--- src/verilog/tcc_pkg.sv ---
/*
 * Shared constants of the tape character codec: character layout,
 * code values and reset values.
 * Assumes a 7-bit character, index 0 parity, index 1..6 data bits 1..6,
 * with data bit 1 the most significant bit of the octal code.
 */
package tcc_pkg;
    localparam int CHAR_W = 7;
    localparam int CODE_W = 6;
    localparam int BIT_P = 0;
    localparam int BIT_1 = 1;
    localparam int BIT_2 = 2;
    localparam int BIT_3 = 3;
    localparam int BIT_4 = 4;
    localparam int BIT_5 = 5;
    localparam int BIT_6 = 6;
    localparam int CODE_ZONE_LO = 4;
    localparam logic [CODE_W-1:0] HOST_ZERO = 6'h00;
    localparam logic [CODE_W-1:0] TAPE_ZERO = 6'h0a;
    localparam logic [CODE_W-1:0] ZONE_FLIP = 6'h20;
    localparam logic [CODE_W-1:0] CODE_CLEAR = 6'h00;
    localparam logic [CHAR_W-1:0] CHAR_RESET = 7'h00;
    localparam logic [CHAR_W-1:0] TAPE_ZERO_CHAR = 7'h28;
endpackage : tcc_pkg

--- src/verilog/tcc_char_if.sv ---
/*
 * Interface carrying one character through a code translator.
 * Assumes the user side drives raw and decimal on the same clock.
 */
interface tcc_char_if;
    import tcc_pkg::*;
    logic [CHAR_W-1:0] raw;
    logic [CHAR_W-1:0] cooked;
    logic decimal;
    modport xlate (input raw, input decimal, output cooked);
    modport user (output raw, output decimal, input cooked);
endinterface : tcc_char_if

--- src/verilog/tcc_codec.sv ---
/*
 * Character path of a tape control unit: longitudinal parity, clock
 * detect handshake, registers-full and overrun, code translation.
 * Assumes all inputs come from logic on clk, and that the gate and
 * detect pulses each last at least one clock.
 */
// Notes on behaviour
// - In read, each gate-read pulse toggles write data bits where the character has ones.
// - Operation start clears the write data register.
// - Falling gate-read in read mode sets clock detect if not already set.
// - Clock detect set tells the host a character waits in the buffer.
// - Host acknowledge stage clears clock detect while accept stage is down and registers full is clear.
// - Gate-read while clock detect is set sets registers full.
// - While full, the character stays in read flops until host accept.
// - Host accept clears registers full, moves the character, keeps clock detect.
// - Detect period with both flags set fires the error pulse.
// - Data mode flag set selects decimal, cleared selects binary.
// - Decimal characters are recorded with even parity, binary with the host's own parity bit.
// - Decimal output passes bits 6, 4, 2; translates bits 5, 3, 1, parity.
// - Binary output copies every host bit unchanged.
// - Decimal input converts interchange code to host code.
// - Binary input delivers buffer bits unchanged.
// - After a record, any set write data bit flags a longitudinal error.
// - Host 00 maps to tape 12; zones 2x/3x and 6x/7x swap.
module tcc_codec
    import tcc_pkg::*;
(
    // Clock and reset
    input wire logic clk,
    input wire logic rst_n,
    // Operation control
    input wire logic op_start,
    input wire logic tape_unit_selected,
    input wire logic write_direction,
    input wire logic data_mode_flag,
    // Tape read timing and data
    input wire logic char_gate_read,
    input wire logic char_detect_clock,
    input wire logic [CHAR_W-1:0] tape_char,
    input wire logic lrc_check,
    // Host buffer handshake
    input wire logic host_accept_stage,
    input wire logic host_ack_stage,
    input wire logic [CHAR_W-1:0] host_char_register,
    input wire logic host_char_load,
    // Results
    output logic char_waiting,
    output logic regs_full,
    output logic host_error,
    output logic lrc_error,
    output logic [CHAR_W-1:0] write_data_register,
    output logic [CHAR_W-1:0] host_char_out
);
    logic cr_q;
    logic cf_q;
    logic [CHAR_W-1:0] read_flops;
    logic [CHAR_W-1:0] buffer_register;

    tcc_char_if xout ();
    tcc_char_if xin ();

    tcc_xlate #(.TO_TAPE(1'b1)) u_out (.ch(xout.xlate));
    tcc_xlate #(.TO_TAPE(1'b0)) u_in (.ch(xin.xlate));

    assign xout.raw = host_char_register;
    assign xout.decimal = data_mode_flag;
    assign xin.raw = buffer_register;
    assign xin.decimal = data_mode_flag;

    logic read_mode;
    logic write_mode;
    logic cr_fall;
    logic cf_rise;
    logic take_char;
    logic ack_clear;
    logic promote;
    logic buf_free;
    logic flops_free;
    logic load_flops;
    logic overrun;
    logic out_load;

    assign read_mode = tape_unit_selected & ~write_direction;
    assign write_mode = tape_unit_selected & write_direction;
    assign cr_fall = cr_q & ~char_gate_read;
    assign cf_rise = char_detect_clock & ~cf_q;
    assign take_char = read_mode & cr_fall & ~op_start;
    // Acknowledge only counts while the accept stage is down and no second char
    assign ack_clear = char_waiting & host_ack_stage & ~host_accept_stage
                       & ~regs_full;
    assign promote = read_mode & regs_full & host_accept_stage & ~op_start;
    assign buf_free = ~char_waiting | ack_clear;
    assign flops_free = ~regs_full | promote;
    assign load_flops = take_char & ~buf_free & flops_free;
    // A third char with both stores full is lost; only the error reports it
    assign overrun = read_mode & cf_rise & char_waiting & regs_full & ~op_start;
    assign out_load = write_mode & host_char_load & ~op_start;

    logic next_char_waiting;
    logic next_regs_full;
    logic [CHAR_W-1:0] next_wdr;

    // Set wins over the clear when both land in one cycle
    assign next_char_waiting = op_start ? 1'b0
                             : (take_char & buf_free) ? 1'b1
                             : ack_clear ? 1'b0
                             : char_waiting;
    assign next_regs_full = op_start ? 1'b0
                          : load_flops ? 1'b1
                          : promote ? 1'b0
                          : regs_full;
    assign next_wdr = op_start ? CHAR_RESET
                    : take_char ? (write_data_register ^ tape_char)
                    : out_load ? xout.cooked
                    : write_data_register;

    always_ff @(posedge clk or negedge rst_n)
    begin
        if (!rst_n)
        begin
            cr_q <= 1'b0;
            cf_q <= 1'b0;
            char_waiting <= 1'b0;
            regs_full <= 1'b0;
            write_data_register <= CHAR_RESET;
        end
        else
        begin
            cr_q <= char_gate_read;
            cf_q <= char_detect_clock;
            char_waiting <= next_char_waiting;
            regs_full <= next_regs_full;
            write_data_register <= next_wdr;
        end
    end

    always_ff @(posedge clk or negedge rst_n)
    begin
        if (!rst_n)
        begin
            read_flops <= CHAR_RESET;
            buffer_register <= CHAR_RESET;
        end
        else if (op_start)
        begin
            read_flops <= CHAR_RESET;
            buffer_register <= CHAR_RESET;
        end
        else
        begin
            if (load_flops)
                read_flops <= tape_char;
            if (promote)
                buffer_register <= read_flops;
            else if (take_char & buf_free)
                buffer_register <= tape_char;
        end
    end

    always_ff @(posedge clk or negedge rst_n)
    begin
        if (!rst_n)
        begin
            host_error <= 1'b0;
            lrc_error <= 1'b0;
            host_char_out <= CHAR_RESET;
        end
        else
        begin
            host_error <= overrun;
            if (op_start)
                lrc_error <= 1'b0;
            else if (lrc_check & read_mode & (|write_data_register))
                lrc_error <= 1'b1;
            host_char_out <= xin.cooked;
        end
    end
endmodule : tcc_codec

--- src/verilog/tcc_xlate.sv ---
/*
 * Combinational translator between host internal code and decimal
 * interchange code, one direction per instance.
 * Assumes the caller registers the result.
 */
module tcc_xlate
    import tcc_pkg::*;
#(
    parameter bit TO_TAPE = 1'b1
)
(
    tcc_char_if.xlate ch
);
    logic [CODE_W-1:0] code;
    logic [CODE_W-1:0] swapped;
    logic [CODE_W-1:0] mapped;
    logic data_xor;
    logic dec_parity;
    logic [CHAR_W-1:0] dec_char;

    // Bit 1 is the top octal bit, so the code reads bits 1 to 6
    assign code = {ch.raw[BIT_1], ch.raw[BIT_2], ch.raw[BIT_3],
                   ch.raw[BIT_4], ch.raw[BIT_5], ch.raw[BIT_6]};
    // Zones 2x/3x and 6x/7x trade places: flip bit 1 when bit 2 is set
    assign swapped = code[CODE_ZONE_LO] ? (code ^ ZONE_FLIP) : code;
    assign mapped = TO_TAPE ? ((code == HOST_ZERO) ? TAPE_ZERO : swapped)
                            : ((code == TAPE_ZERO) ? HOST_ZERO : swapped);
    assign data_xor = ^mapped;
    // Tape side gets even parity; host side always sees odd parity
    assign dec_parity = TO_TAPE ? data_xor : ~data_xor;
    // Bits 6, 4 and 2 never change under the mapping above
    assign dec_char = {mapped[0], mapped[1], mapped[2], mapped[3],
                       mapped[4], mapped[5], dec_parity};
    assign ch.cooked = ch.decimal ? dec_char : ch.raw;
endmodule : tcc_xlate

--- config.mk ---
export PLATFORM = sky130hd
export DESIGN_NAME = tcc_codec
export DESIGN_NICKNAME = d
export VERILOG_FILES = /design/src/verilog/tcc_pkg.sv /design/src/verilog/tcc_char_if.sv /design/src/verilog/tcc_codec.sv /design/src/verilog/tcc_xlate.sv
export SDC_FILE = /design/constraint.sdc
export NUM_CORES = 1
export LEC_CHECK = 0
export ABC_AREA = 1
export BUFFER_PORTS_ARGS = -buffer_cell sky130_fd_sc_hd__buf_4
export CORE_UTILIZATION = 50
export CTS_CLUSTER_SIZE = 16
export DETAILED_ROUTE_END_ITERATION = 10
export GPL_TIMING_DRIVEN = 0
export PLACE_DENSITY = 0.75
export REMOVE_ABC_BUFFERS = 1
export SLEW_MARGIN = 10
export SYNTH_ARGS = -nofsm -noshare
export SYNTH_HDL_FRONTEND = slang
export SYNTH_SLANG_ARGS = --single-unit
--- constraint.sdc ---
create_clock -name clk -period 2.35 [get_ports clk]
set_input_delay 0.1175 -clock clk [delete_from_list [all_inputs] [get_ports clk]]
set_output_delay 0.1175 -clock clk [all_outputs]
set_load 0.05 [all_outputs]
==> results.py <==
metrics = {
    "status": {
        "status": "finished, final reports clean",
    },
    "worst_setup_path": {
        "cp-start-kind": "primary input",
        "cp_slowest_cell": "dlygate4sd3_1",
        "r2r_setup_slack_ns": 0.83,
        "endpoint_kind": "flip-flop",
        "cp_top_family": "simple AND/OR/NAND/NOR gates",
        "cp.required_ns": 2.56,
        "crit_top_cell": "nor2_1",
        "criticalPathCategory": "primary input to flip-flop",
        "crit_buf_inv": 3,
        "arrival_ns": 1.82,
        "cp_max_fo": 14,
        "worstPathCellList": "dlygate4sd3_1, buf_4, nor2_1, nand2_4, inv_1, nand2_1, nand3_1, nor2_1, a31oi_1",
        "critPathMaxStageDelay_ns": 0.53,
    },
    "yosys": {
        "synth.distinct_cells": 30,
        "ys_seq_area_share_pct": 46.1,
        "avgSynthCellArea_sq_um": 8.10,
        "netlist_area_sq_um": 1850,
        "synth_top_flop_cell": "dfrtp_1",
        "async_reset_ff_share_pct": 100,
        "ys_warn_count": 0,
        "synth_edf_count": 0,
        "postSynthCellCount": 228,
        "ys_ff_latch": 34,
    },
    "grt": {
        "overflow": 0,
        "antenna_found_initial": 0,
        "grt_pass1_vias": 1530,
        "grt_max_degree": 35,
        "track_usage_pct": 22.4,
        "grt_pass1_wl_mm": 6.76,
    },
    "cells_and_area": {
        "layout_common_cells": "51 x nand2_1, 43 x buf_4, 34 x dfrtp_1, 33 x inv_1, 22 x o21ai_0",
        "n_antenna_cell": 0,
        "drive_gt1_share_pct": 26.0,
        "areaGrowthSynthToFinish_pct": 28.3,
        "final_util_pct": 68.8,
        "mostFrequentLayoutCell": "nand2_1",
        "nets": 304,
    },
    "sta": {
        "hold_slack_ns": 0.0508,
        "setup_viol": 0,
        "drv_slew": 0,
        "fin_crit_sh_pct": 68.5,
        "setup_tns_ns": 0,
        "rsz0062_at_grt": "false",
        "skew_ns": 0.00918,
        "fin_crit_ns": 1.61,
        "max_freq_ghz": 0.622,
        "slew-limit-headroom_pct": 66.7,
        "hold_viol": 0,
        "tightest_slew_ns": 0.498,
        "fin_ws_ns": 0.741,
    },
    "drt": {
        "drt-initial-drc-count": 58,
        "firstDrtPassIters": 4,
        "wl_mm": 3.96,
        "avgViaCountPerCell": 5.07,
        "drc": 0,
        "vias": 1636,
        "post_drt_wl_per_cell_um": 12.3,
        "ant_nets": 0,
    },
    "clocking": {
        "tritoncts": "done",
        "cts-root-buf": "clkbuf_8",
        "post-cts-setup-buffers": 0,
        "cts.sinks": 34,
        "clk_pin_slew_worst_paths_ns": 0.07,
        "cts_made_buffers": 5,
        "clk_path_buf_depth": 2,
        "post_cts_resize_count": 0,
        "htreeDepth": 2,
        "clk_latency_ns": 0.29,
    },
    "floorplanning": {
        "core-area_sq_um": 3440,
        "start_util_pct": 53.7,
        "dieArea_sq_um": 3940,
        "die_x_um": 62.8,
        "die_h_um": 62.8,
        "num_rows": 21,
        "pin_count": 44,
    },
    "power": {
        "p_leak_nw": 1.21,
        "ir_worst_vdd_uv": 494,
        "p_per_area_nw_per_um2": 709,
        "finalPower_mw": 1.68,
    },
    "placement": {
        "io_buffers": 43,
        "dpl.hpwl_mm": 2.94,
        "dp_slack_ns": 0.873,
        "place_congestion": 0.858,
    },
    "run": {
        "maxCapViolations": 0,
    },
    "hold_path": {
        "holdCritPathClass": "primary input to flip-flop",
    },
}
-- final timing paths --
| path | cells past startpoint | end | from |
|---|---|---|---|
| setup / recovery | 9 | buffer_register[0]$_DFFE_PN0P_ | char_gate_read |
| hold / removal | 2 | lrc_error$_DFFE_PN0P_ | op_start |
| setup reg to reg | 7 | buffer_register[0]$_DFFE_PN0P_ | regs_full$_DFFE_PN0P_ |
| hold reg to reg | 1 | host_error$_DFF_PN0_ | cf_q$_DFF_PN0_ |
| max in group asynchronous | 2 | read_flops[0]$_DFFE_PN0P_ | rst_n |
| min in group asynchronous | 2 | cr_q$_DFF_PN0_ | rst_n |
-- sequential cells by signal (all words and copies together), names as in the netlist --
name	cells
lrc_error	1
char_waiting	1
buffer_register	7
host_char_out	7
read_flops	7
cr_q	1
cf_q	1
regs_full	1
write_data_register	7
host_error	1
-- cells by family after synthesis --
group,after synthesis,synth area share (%)
adders and majority gates,2,1.35
buffers and inverters,41,9.01
DFF,34,46.1
AOI/OAI and AO/OA,43,15.0
and+or+nand+nor,100,24.8
xor gates and xnor gates,8,3.79
-- timing repair --
action | CTS | global route
hold buffers | 3 | 0
hold endpoints to repair | 36 | 0
setup endpoints to repair | 0 | 0
-- layout make-up --
cell class	instances	area [sq um]
clock buffer	6	82.6
clock inverter	2	60.1
fill	293	1070
inverter	36	135
multi-input combinational	153	830
sequential	34	851
tap	46	57.6
timing repair buffer	46	353
-- Yosys cell counts (2+ instances only) --
library cell   n  share of area (%)
o21ai_0       22                6.0
nor2_2         2               0.68
xor2_1         5                2.4
inv_1         33                6.7
xnor2_1        3                1.4
inv_2          3               0.61
nor2_4         3                1.8
nor2_1        19                3.9
clkbuf_1       2               0.41
nand3_1       17                4.6
o22ai_1        3                1.0
a21oi_1        3               0.81
ha_1           2                1.4
o21ai_2        7                3.3
dfrtp_1       34                 46
nand3_2        3                1.6
o311ai_0       2               0.95
a31oi_1        2               0.68
nand2_1       51                 10
nor3_1         2               0.54
-- worst register-to-register path, stage by stage, from the launching register on --
cell     delay (ns)
dfrtp_1        0.40
inv_1          0.14
nand3_1        0.09
nand2_1        0.15
nand2_1        0.08
nand3_1        0.35
nor2_1         0.07
a31oi_1        0.16
-- power by group --
| part | total, mW | switching [mW] | internal (mW) |
|---|---|---|---|
| sequential | 0.652 | 0.0249 | 0.627 |
| combinational | 0.369 | 0.243 | 0.127 |
| clock | 0.659 | 0.207 | 0.452 |
| total | 1.68 | 0.475 | 1.21 |
-- per-stage QoR --
| stage | instance area (sq um) | instances |
|---|---|---|
| floorplan | 1820 | 223 |
| global placement | 2200 | 312 |
| detailed placement | 2200 | 312 |
| CTS | 2370 | 323 |
| global route | 2370 | 323 |
| finish | 2370 | 323 |
-- layer usage --
| layer | GRT usage, % | wire length [um] |
|---|---|---|
| met1 | 29.4 | 1850 |
| met2 | 35.2 | 1790 |
| met3 | 7.30 | 288 |
| met4 | 6.69 | 41 |
| met5 | 0 | 0 |
No activity file was read; power rests on OpenSTA's default activity.
